==> config.mk <==
export PLATFORM = sky130hd
export DESIGN_NAME = awsc_area_wait_state_control
export DESIGN_NICKNAME = d
export VERILOG_FILES = /design/src/verilog/awsc_pkg.sv /design/src/verilog/awsc_area_wait_state_control.sv
export SDC_FILE = /design/constraint.sdc
export NUM_CORES = 1
export LEC_CHECK = 0
export ABC_AREA = 1
export BUFFER_PORTS_ARGS = -buffer_cell sky130_fd_sc_hd__buf_2
export CORE_MARGIN = 10
export CORE_UTILIZATION = 52
export CTS_CLUSTER_DIAMETER = 80
export DETAILED_ROUTE_END_ITERATION = 12
export GPL_ROUTABILITY_DRIVEN = 1
export MAX_ROUTING_LAYER = met4
export PLACE_DENSITY = 0.9
export SLEW_MARGIN = 10
export SYNTH_ARGS = -nofsm -noshare
export SYNTH_HDL_FRONTEND = slang
export SYNTH_SLANG_ARGS = --single-unit
export TNS_END_PERCENT = 10
==> constraint.sdc <==
create_clock -name clk -period 4.2 [get_ports clk]
set_clock_uncertainty 0.05 [all_clocks]
set_input_delay 0.63 -clock clk [delete_from_list [all_inputs] [get_ports clk]]
set_output_delay 0.63 -clock clk [all_outputs]
set_load 0.02 [all_outputs]
==> src/verilog/awsc_pkg.sv <==
package awsc_pkg;

  localparam logic [11:0] AWSC_REG_OFFSET   = 12'h000;
  localparam logic [11:0] AWSC_ASYNC_OFFSET = 12'h004;
  localparam logic [31:0] AWSC_RESET_VALUE  = 32'hfffeefff;
  localparam logic [31:0] AWSC_WRITE_MASK   = 32'hfffeefff;
  localparam int          AWSC_A6W_LSB      = 29;
  localparam int          AWSC_A6B_LSB      = 26;
  localparam int          AWSC_A5W_LSB      = 23;
  localparam int          AWSC_A5B_LSB      = 20;
  localparam int          AWSC_A4W_LSB      = 17;
  localparam logic [2:0]  AWSC_A3_LSB_IDX   = 3'h0;

  typedef struct packed {
    logic [3:0] waits;
    logic       ready_enable;
  } awsc_wait_t;

  typedef struct packed {
    logic        psel;
    logic        penable;
    logic        pwrite;
    logic [11:0] paddr;
    logic [31:0] pwdata;
  } awsc_apb_req_t;

  typedef struct packed {
    logic [31:0] prdata;
    logic        pready;
    logic        pslverr;
  } awsc_apb_rsp_t;

endpackage : awsc_pkg

==> src/verilog/awsc_area_wait_state_control.sv <==
`timescale 1ns/10ps
// Overview of operation
// - power-on reset loads 0xfffeefff, reserved bits zero
// - manual reset and standby leave the register contents untouched
// - one 32-bit read/write word holds first-wait and burst-pitch fields
// - area 6 first wait bits 31:29 coded 0,1,2,3,6,9,12,15; ready off at 000
// - area 6 burst pitch bits 28:26 binary waits; ready off at 000
// - area 5 first wait bits 25:23 same coding; ready off at 000
// - area 5 burst pitch bits 22:20 binary waits; ready off at 000
// - area 4 first wait bits 19:17 same coding; ready off at 000
// - burst pitch applies only to burst rom beyond the first access
// - reserved bits 16 and 12 always read zero
// - multiplexed interface areas use separate wait coding, not first-cycle one
// - ready pin sampled synchronously unless async enable bit set
module awsc_area_wait_state_control (
  input  wire logic                    clk,
  input  wire logic                    rst_n,
  input  wire logic                    manual_rst_n,
  input  wire logic                    standby,
  input  wire awsc_pkg::awsc_apb_req_t apb_req,
  output awsc_pkg::awsc_apb_rsp_t      apb_rsp,
  input  wire logic [2:0]              access_area,
  input  wire logic                    burst_rom,
  input  wire logic                    burst_later,
  input  wire logic [2:0]              mpx_area_enable,
  output awsc_pkg::awsc_wait_t         wait_sel,
  output logic                         ready_async
);
  import awsc_pkg::*;

  logic [31:0] area_wait_state_control;
  logic        ready_async_enable;
  logic [31:0] rdata;
  logic        sel_wait;
  logic        sel_async;
  logic        bus_wr;
  logic        bus_rd;
  awsc_wait_t  next_wait;
  logic [31:0] prdata_q;
  logic        unmapped_err;
  wire  [2:0]  area6_first_wait  = area_wait_state_control[AWSC_A6W_LSB +: 3];
  wire  [2:0]  area6_burst_pitch = area_wait_state_control[AWSC_A6B_LSB +: 3];
  wire  [2:0]  area5_first_wait  = area_wait_state_control[AWSC_A5W_LSB +: 3];
  wire  [2:0]  area5_burst_pitch = area_wait_state_control[AWSC_A5B_LSB +: 3];
  wire  [2:0]  area4_first_wait  = area_wait_state_control[AWSC_A4W_LSB +: 3];
  wire         access_phase      = apb_req.psel && apb_req.penable;

  // first-cycle coding shared by areas 4 to 6
  function automatic awsc_wait_t first_code(input logic [2:0] code);
    awsc_wait_t w;
    case (code)
      3'h0:    w.waits = 4'h0;
      3'h1:    w.waits = 4'h1;
      3'h2:    w.waits = 4'h2;
      3'h3:    w.waits = 4'h3;
      3'h4:    w.waits = 4'h6;
      3'h5:    w.waits = 4'h9;
      3'h6:    w.waits = 4'hc;
      default: w.waits = 4'hf;
    endcase
    w.ready_enable = (code != 3'h0);
    return w;
  endfunction : first_code

  // mpx coding: one extra address cycle folded into the count, ready always on
  function automatic awsc_wait_t mpx_code(input logic [2:0] code);
    awsc_wait_t w;
    w.waits        = {1'b0, code} + 4'h1;
    w.ready_enable = 1'b1;
    return w;
  endfunction : mpx_code

  function automatic awsc_wait_t pitch_code(input logic [2:0] code);
    awsc_wait_t w;
    w.waits        = {1'b0, code};
    w.ready_enable = (code != 3'h0);
    return w;
  endfunction : pitch_code

  assign sel_wait  = apb_req.paddr == AWSC_REG_OFFSET;
  assign sel_async = apb_req.paddr == AWSC_ASYNC_OFFSET;
  assign bus_wr    = access_phase && apb_req.pwrite;
  assign bus_rd    = access_phase && !apb_req.pwrite;
  assign rdata     = sel_wait  ? (area_wait_state_control & AWSC_WRITE_MASK) :
                     sel_async ? {31'h0, ready_async_enable} : 32'h0;

  // manual reset and standby are deliberately not looked at here
  always_ff @(posedge clk) begin
    if (!rst_n) begin
      area_wait_state_control <= AWSC_RESET_VALUE;
      ready_async_enable      <= 1'b0;
    end else if (bus_wr && sel_wait) begin
      area_wait_state_control <= apb_req.pwdata & AWSC_WRITE_MASK;
    end else if (bus_wr && sel_async) begin
      ready_async_enable      <= apb_req.pwdata[0];
    end
  end

  always_ff @(posedge clk) begin
    if (!rst_n) begin
      prdata_q <= 32'h0;
    end else if (apb_req.psel && !apb_req.penable && !apb_req.pwrite) begin
      prdata_q <= rdata;
    end
  end

  // one driver for the whole response; zero wait states, so pready never drops
  assign unmapped_err = access_phase && !(sel_wait || sel_async);
  assign apb_rsp      = '{prdata: prdata_q, pready: 1'b1, pslverr: unmapped_err};

  always_comb begin
    next_wait = '0;
    case (access_area)
      3'h6: begin
        if (mpx_area_enable[2]) next_wait = mpx_code(area6_first_wait);
        else if (burst_rom && burst_later) next_wait = pitch_code(area6_burst_pitch);
        else next_wait = first_code(area6_first_wait);
      end
      3'h5: begin
        if (mpx_area_enable[1]) next_wait = mpx_code(area5_first_wait);
        else if (burst_rom && burst_later) next_wait = pitch_code(area5_burst_pitch);
        else next_wait = first_code(area5_first_wait);
      end
      3'h4: begin
        if (mpx_area_enable[0]) next_wait = mpx_code(area4_first_wait);
        else next_wait = first_code(area4_first_wait);
      end
      default: next_wait = '0;
    endcase
  end

  // registered so the wait counter sees a stable figure; ready hold-off is up to memory
  always_ff @(posedge clk) begin
    if (!rst_n) begin
      wait_sel    <= '0;
      ready_async <= 1'b0;
    end else begin
      wait_sel    <= next_wait;
      ready_async <= ready_async_enable;
    end
  end
endmodule : awsc_area_wait_state_control

### Word-level counts from Yosys, hierarchy flattened

Index checks and enable logic that the tools add are counted.

| word-level totals | value |
|---|---|
| flip-flop bits (word level) | 69 |
| latch bits | 0 |
| RAM bits | 0 |
| memory bits (read-only) | 0 |
| input bits | 59 |
| output and inout port bits | 40 |
| logic and storage cells | 65 |
| memories kept | 0 |

| cells by class | value |
|---|---|
| add/subtract/negate cells | 3 |
| multipliers | 0 |
| div/mod/pow operators | 0 |
| $lt $le $gt $ge | 0 |
| equal/unequal tests | 22 |
| shift operators | 0 |
| muxes and demuxes | 11 |
| bitwise operators | 1 |
| reductions and logical operators | 22 |

Operator list:

| kind | count |
|---|---|
| case mux 4 bit (7 select lines) | 3 |
| == test 3 bit, second input constant | 12 |
| 2-to-1 mux 32 bit | 1 |
| 2-to-1 mux 5 bit | 5 |
| == test 3 x 2 -> 1 bit, second input constant | 6 |
| case mux 5 bit (3 select lines) | 1 |
| nonzero test 3 bit | 5 |
| adder 3 x 1 -> 4 bit, second input constant | 3 |
| == test 12 x 3 -> 1 bit, second input constant | 1 |
| logical NOT 12 bit | 1 |
| == test 3 x 1 -> 1 bit, second input constant | 3 |
| logical NOT 3 bit | 3 |
| logical AND 1 bit | 8 |
| logical NOT 1 bit | 3 |
| AND reduction 2 bit | 1 |
| logical OR 1 bit | 1 |
| 2-to-1 mux 1 bit | 1 |
| inverter 1 bit | 1 |

### Depth between registers and ports, before layout

Gate-level depths: netlist of run 1.

| logic depth | value |
|---|---|
| depth in word-level cells | 5 |
| mapped depth | 11 |
| gate-level depth less buffers | 11 |

### Worst setup path before layout of run 1

Ideal clock, no wire load.

| timing path | value |
|---|---|
| kind | in2out |
| start point | input apb_req[43] (netlist bit) |
| end point | output apb_rsp[0] (netlist bit) |
| arrival time | 1324 ps |
| data required time | 3520 ps |
| path slack | 2196 ps |
| stages on the path | 7 |
| path buffers | 1 |
| cells stage by stage | nor2_1 > nand2_1 > nor2_2 > nand2_2 > nand3_1 > a21oi_1 > buf_4 |

| on the way | value |
|---|---|
| word-level cells in the longest chain between the ends | 4 |
| elaborated cells on any way between the ends | 5 |
| those cells by class | 1 x eq/ne; 4 x reduce/logical |

RTL lines:

| what | RTL line | text |
|---|---|---|
| from (decl) | awsc_area_wait_state_control.sv:20 | `input wire awsc_pkg::awsc_apb_req_t apb_req,` |
| == test 12 x 3 -> 1 bit or logical NOT 12 bit (tied branches) | awsc_area_wait_state_control.sv:81, awsc_area_wait_state_control.sv:80 |  |
| logical OR 1 bit (*) | awsc_area_wait_state_control.sv:108 | `assign unmapped_err = access_phase && !(sel_wait \|\| sel_async);` |
| logical NOT 1 bit (*) | awsc_area_wait_state_control.sv:108 |  |
| logical AND 1 bit (*) | awsc_area_wait_state_control.sv:108 |  |
| to (decl) | awsc_area_wait_state_control.sv:21 | `output awsc_pkg::awsc_apb_rsp_t apb_rsp,` |

Every way passes the cells marked *; elsewhere a longest branch is shown, timed or not.

==> impl_metrics.py, run 1 <==
metrics = {
    "worst_setup_path": {
        "cp-start-kind": "input port",
        "critPathKind": "in2out",
        "crit_fanout": 4,
        "r2r_start": "area_wait_state_control[29]",
        "critPathRequiredTime_ns": 3.52,
        "r2r_setup_slack_ns": 2.49,
        "cp_data_arrival_time_ns": 1.49,
        "reg2reg_depth": 11,
        "end_kind": "primary output",
        "rr_endpoint": "wait_sel[4]",
    },
    "outcome": {
        "outcome": "finished, final reports clean",
    },
    "sta": {
        "slew-limit-headroom_pct": 31.1,
        "tightest_slew_ns": 1.03,
        "clock.fmax_ghz": 0.460,
        "maxSlewViolCount": 0,
        "tns_ns": 0,
        "fin_crit_ns": 2.17,
        "post-route-period-util_pct": 51.7,
        "setup_viol": 0,
        "final_hold_viol_count": 0,
        "grt_setup_unrepaired": "false",
    },
    "route": {
        "wl_per_cell_um": 13.9,
        "drtIter0Drc": 230,
        "detail-route-antenna-nets": 0,
        "routed_via_density": 5.21,
        "route.detailed.drc": 0,
        "first_pass_iters": 5,
        "vias": 3191,
        "drt-total-wl_um": 8530,
    },
    "place": {
        "place.gp.congestion": 0.988,
        "portBuffers": 91,
        "dp_hpwl_um": 6170,
    },
    "job": {
        "maxCapViolCount": 0,
    },
    "global_route": {
        "grt_pass1_wl_um": 13800,
        "grt_use_total_pct": 17.0,
        "grt_remaining_overflow": 0,
        "grt_max_degree": 68,
        "antenna_found_initial": 0,
        "grt_pass1_vias": 3010,
    },
    "final_layout": {
        "nFillCells": 564,
        "seqCellArea_um2": 1340,
        "synthToLayoutAreaGrowth_pct": 19.6,
        "final_common_cell": "nand2_1",
        "final_net_count": 603,
        "multi_input_area_um2": 1590,
        "n_antenna_cell": 0,
        "final_layout_size_suffix_gt1_share_pct": 21.0,
        "final_cell_mix": "nand2_1 (133), buf_2 (91), dfxtp_1 (67)",
    },
    "synth": {
        "syn_inst": 454,
        "syn-cell-area_um2": 3220,
        "synth_cell_type_count": 26,
        "ys_seq_elements": 67,
        "synth.avg_cell_area_um2": 7.08,
        "ys_seq_area_share_pct": 41.7,
        "yosys_warnings": 0,
    },
    "clock_tree": {
        "htreeDepth": 3,
        "cts-root-buf": "clkbuf_8",
        "post_cts_buffers": 0,
        "cts_tree": "built",
        "clkTransAtPathRegs_ns": 0.08,
        "ctsHoldBuffers": 0,
        "clock_path_buffers": 2,
        "cts_resized": 0,
        "clkLatencyLatePin_ns": 0.34,
        "cts_sinks": 67,
        "cts_made_buffers": 9,
    },
    "pwr": {
        "p_total_mw": 1.34,
        "p_leak_nw": 2.01,
        "power-per-cell-area_nw_per_um2": 348,
        "vdd_drop_max_v": 0.000234,
    },
    "hold_path": {
        "holdPathEnd": "ready_async",
        "min_path_type": "reg2reg",
        "holdPathStages": 2,
        "holdCritStartpoint": "ready_async_enable",
    },
    "die": {
        "fp.dieH_um": 98.6,
        "dieArea_um2": 9730,
        "core-area_um2": 5960,
        "rows": 28,
        "top_level_ports": 99,
        "initial_utilization_pct": 54.0,
        "die_x_um": 98.6,
    },
}
## synthesized netlist by cell type
master / count / area share [%]
a21boi_1: 1 / 0.23
a21oi_1: 36 / 5.6
buf_2: 2 / 0.31
buf_4: 10 / 2.3
buf_6: 1 / 0.35
clkbuf_1: 13 / 1.5
conb_1: 2 / 0.23
dfxtp_1: 67 / 42
ha_1: 12 / 4.7
inv_1: 38 / 4.4
inv_2: 1 / 0.12
nand2_1: 133 / 16
nand2_2: 1 / 0.19
nand3_1: 44 / 6.8
nand3b_1: 2 / 0.47
nand4_1: 3 / 0.58
nor2_1: 25 / 2.9
nor2_2: 1 / 0.19
nor2_8: 1 / 0.62
nor3_1: 1 / 0.16
nor3b_2: 1 / 0.39
o211ai_1: 14 / 3.3
o21a_1: 2 / 0.47
o21ai_0: 41 / 6.4
o21bai_1: 1 / 0.23
o31ai_1: 1 / 0.23
## logic make-up after synthesis
kind of cell | Yosys count | synth area share (%)
fa+ha+maj | 12 | 4.67
compound gates | 96 | 16.4
simple gates | 212 | 27.9
buf+inv | 65 | 9.07
other cells | 2 | 0.234
flops | 67 | 41.7
## per-stage QoR
step | std cells | area [um^2] | hold slack (ns) | util [%] | setup slack, ns
CTS | 612 | 3840 | 0.395 | 64.6 | 2.02
finish | 612 | 3840 | 0.394 | 64.6 | 2.03
detailed placement | 596 | 3640 | 0.384 | 61.1 | 1.79
global route | 612 | 3840 | 0.430 | 64.6 | 1.95
global placement | 596 | 3640 | 0.382 | 61.1 | 1.83
floorplan | 455 | 3220 | 0.371 | - | 2.20
## area by class of cell
class | instances | share of cell area [%]
clock buffer | 9 | 3.22
clock inverter | 7 | 2.18
inverter | 39 | 3.81
multi-input combinational | 323 | 41.4
sequential | 67 | 34.9
tap | 75 | 2.44
timing repair buffer | 92 | 12.0
## power by group
part / internal (mW) / switching [mW] / leakage, nW
Combinational: 0.0460 / 0.0784 / 1.36
Clock: 0.284 / 0.272 / 0.102
Sequential: 0.651 / 0.00693 / 0.545
Total: 0.981 / 0.357 / 2.01
## sequential cells by signal, summed over array words and instances (netlist names)
name and flops:
area_wait_state_control 30, prdata_q 30, ready_async 1, ready_async_enable 1, wait_sel 5
## critical path, stage by stage
cell,delay [ns]
buf_2,0.09
nor2_1,0.10
nand2_1,0.07
nor2_2,0.18
nand2_2,0.13
nand3_1,0.09
a21oi_1,0.04
buf_2,0.16
## layer usage
layer | track usage (%) | up-vias | wire, um | share of wire (%)
met5 | - | - | 0 | 0
met1 | 19.8 | 1445 | 3670 | 43
li1 | - | 1628 | - | -
met3 | 3.98 | 15 | 508 | 6.0
met2 | 27.9 | 103 | 4220 | 49
met4 | 6.17 | 0 | 137 | 1.6
## worst max-delay path by stage
stage	slack [ns]	start	depth (start not counted)	end
after floorplan	2.20	apb_req[43]	7	apb_rsp[0]
after global placement	1.83	apb_req[43]	9	area_wait_state_control[8]
after detailed placement	1.79	apb_req[43]	9	area_wait_state_control[3]
after CTS	2.02	apb_req[43]	8	apb_rsp[0]
after global routing	1.95	apb_req[43]	8	apb_rsp[0]
final	2.03	apb_req[43]	8	apb_rsp[0]
Note: power is estimated with default switching activity, not from simulation.
==> run 2: changes to the inputs <==
--- a/config.mk
+++ b/config.mk
@@ -8,12 +8,12 @@
 export ABC_AREA = 1
 export BUFFER_PORTS_ARGS = -buffer_cell sky130_fd_sc_hd__buf_2
 export CORE_MARGIN = 10
-export CORE_UTILIZATION = 52
+export CORE_UTILIZATION = 51
 export CTS_CLUSTER_DIAMETER = 80
 export DETAILED_ROUTE_END_ITERATION = 12
 export GPL_ROUTABILITY_DRIVEN = 1
 export MAX_ROUTING_LAYER = met4
-export PLACE_DENSITY = 0.9
+export PLACE_DENSITY = 0.89
 export SLEW_MARGIN = 10
 export SYNTH_ARGS = -nofsm -noshare
 export SYNTH_HDL_FRONTEND = slang
==> constraint.sdc (replaced) <==
create_clock -name clk -period 2.25 [get_ports clk]
set_clock_uncertainty 0.05 [all_clocks]
set_input_delay 0.3375 -clock clk [delete_from_list [all_inputs] [get_ports clk]]
set_output_delay 0.3375 -clock clk [all_outputs]
set_load 0.02 [all_outputs]
==> run 2 against run 1 <==
- via count shrank 0.38%
- clock power up 87%
- total power increased by 87%
- die area is 1.6% higher
- worst hold slack lost 0.25 ns
- first-iteration DRC count shrank 31%
- worst setup slack worse by 1.5 ns
- non-clock buffer count increased by 3
- critical endpoint is now wait_sel[4]
- critical path depth rose by 3
- sequential power up 87%
- largest cell class unchanged
==> impl_metrics.py, run 2 (synthesis results as in run 1) <==
metrics = {
    "clock_tree": {
        "cts-root-buf": "clkbuf_8",
        "cts_made_buffers": 9,
        "clkTransAtPathRegs_ns": 0.09,
        "htreeDepth": 3,
        "ctsHoldBuffers": 0,
        "clock_path_buffers": 2,
        "cts_sinks": 67,
        "post_cts_buffers": 0,
        "clkLatencyLatePin_ns": 0.35,
        "cts_resized": 0,
        "cts_tree": "built",
    },
    "pwr": {
        "p_leak_nw": 2.03,
        "p_seq_share_pct": 49.0,
        "switchingPower_mw": 0.671,
        "power-per-cell-area_nw_per_um2": 644,
        "p_int_mw": 1.84,
        "p_comb_share_pct": 9.4,
        "switching_share_pct": 26.7,
        "p_total_mw": 2.51,
        "pwr-share-clk_pct": 41.6,
        "vdd_drop_max_v": 0.000501,
    },
    "die": {
        "dieArea_um2": 9880,
        "fp.dieH_um": 99.4,
        "top_level_ports": 99,
        "initial_utilization_pct": 53.4,
        "die_x_um": 99.4,
        "rows": 28,
        "core-area_um2": 6030,
    },
    "worst_setup_path": {
        "r2r_start": "area_wait_state_control[29]",
        "critPathKind": "reg2reg",
        "reg2reg_depth": 11,
        "cp_data_arrival_time_ns": 1.95,
        "r2r_setup_slack_ns": 0.54,
        "critPathRequiredTime_ns": 2.49,
        "crit_fanout": 7,
        "cp-start-kind": "flip-flop",
        "rr_endpoint": "wait_sel[4]",
        "end_kind": "flip-flop",
    },
    "final_layout": {
        "n_antenna_cell": 0,
        "multi_input_area_um2": 1590,
        "largestRegisters": "area_wait_state_control: 30 flops, prdata_q: 30 flops, wait_sel: 5 flops",
        "final_layout_size_suffix_gt1_share_pct": 21.5,
        "layoutNonFillerInstCount": 615,
        "nFillCells": 563,
        "seqCellArea_um2": 1340,
        "final_cell_mix": "nand2_1 (133), buf_2 (91), dfxtp_1 (67)",
        "final_common_cell": "nand2_1",
        "design_area_um2": 3890,
        "synthToLayoutAreaGrowth_pct": 21.1,
        "final_net_count": 606,
        "utilization_pct": 64.6,
    },
    "place": {
        "dp_hpwl_um": 6270,
        "place.gp.congestion": 0.875,
        "placedCellCount": 599,
        "portBuffers": 91,
        "place_ws_ns": 0.395,
        "placed_area_um2": 3680,
    },
    "sta": {
        "grt_setup_unrepaired": "false",
        "post-route-period-util_pct": 76.1,
        "maxSlewViolCount": 0,
        "setup_slack_ns": 0.538,
        "fin_crit_ns": 1.71,
        "setup_viol": 0,
        "finalHoldWorstSlack_ns": 0.142,
        "tns_ns": 0,
        "clock.fmax_ghz": 0.584,
        "final_hold_viol_count": 0,
    },
    "hold_path": {
        "holdPathStages": 3,
        "holdCritStartpoint": "apb_req[8]",
        "min_path_type": "in2reg",
        "holdPathEnd": "area_wait_state_control[8]",
    },
    "global_route": {
        "grt_pass1_vias": 3026,
        "grt_use_total_pct": 17.6,
        "grt_remaining_overflow": 0,
        "antenna_found_initial": 0,
        "grt_max_degree": 68,
        "grt_pass1_wl_um": 14100,
    },
    "route": {
        "route.detailed.drc": 0,
        "drt-total-wl_um": 8660,
        "drtIter0Drc": 159,
        "vias": 3179,
        "first_pass_iters": 4,
        "routed_via_density": 5.17,
        "wl_per_cell_um": 14.1,
        "detail-route-antenna-nets": 0,
    },
    "outcome": {
        "outcome": "finished, final reports clean",
    },
    "job": {
        "maxCapViolCount": 0,
    },
}
==> run 2: changes by cell type in the layout (fill, tap and decap cells not counted) <==
cell and delta:
clkinv_4 -1, buf_12 +2, buf_4 +1, inv_6 +1
==> run 2: how the worst max path moves through the flow <==
stage | cells after the start | startpoint | endpoint
floorplan | 7 | apb_req[43] | apb_rsp[0]
global placement | 9 | apb_req[43] | area_wait_state_control[10]
detailed placement | 9 | apb_req[43] | area_wait_state_control[28]
CTS | 11 | area_wait_state_control[29] | wait_sel[4]
global route | 11 | area_wait_state_control[29] | wait_sel[4]
finish | 11 | area_wait_state_control[29] | wait_sel[4]
==> run 2: power groups by stage <==
stage	Clock [mW]	Combinational, mW	Sequential (mW)
final	1.04	0.235	1.23
after global routing	1.12	0.262	1.23
after CTS	1.06	0.237	1.23
after detailed placement	0	0.236	1.26
after global placement	0	0.233	1.25
after floorplan	0	0.0968	1.29
==> run 2: layer usage <==
metal	track usage (%)	vias up	part of all wire [%]
li1	-	1644	-
met1	20.8	1436	44
met2	28.2	83	49
met3	4.50	16	5.5
met4	6.39	0	1.8
met5	-	-	0
==> run 2: layout make-up <==
cell class | instances | area share (%)
multi-input cells | 323 | 40.9
well taps | 75 | 2.41
repair buffers | 95 | 13.1
inverters | 39 | 3.76
clock inverters | 7 | 2.15
clock buffers | 9 | 3.18
flip-flops and latches | 67 | 34.5
==> run 2: worst max-delay path, stage by stage (launching register included) <==
cell and delay (ns):
dfxtp_1 0.49, inv_1 0.14, ha_1 0.26, nor2_1 0.16, nand3_1 0.13, nand2_1 0.08
nand2_1 0.04, nand2_1 0.07, nand2_1 0.05, nand3_1 0.08, nand2_1 0.06, inv_1 0.05
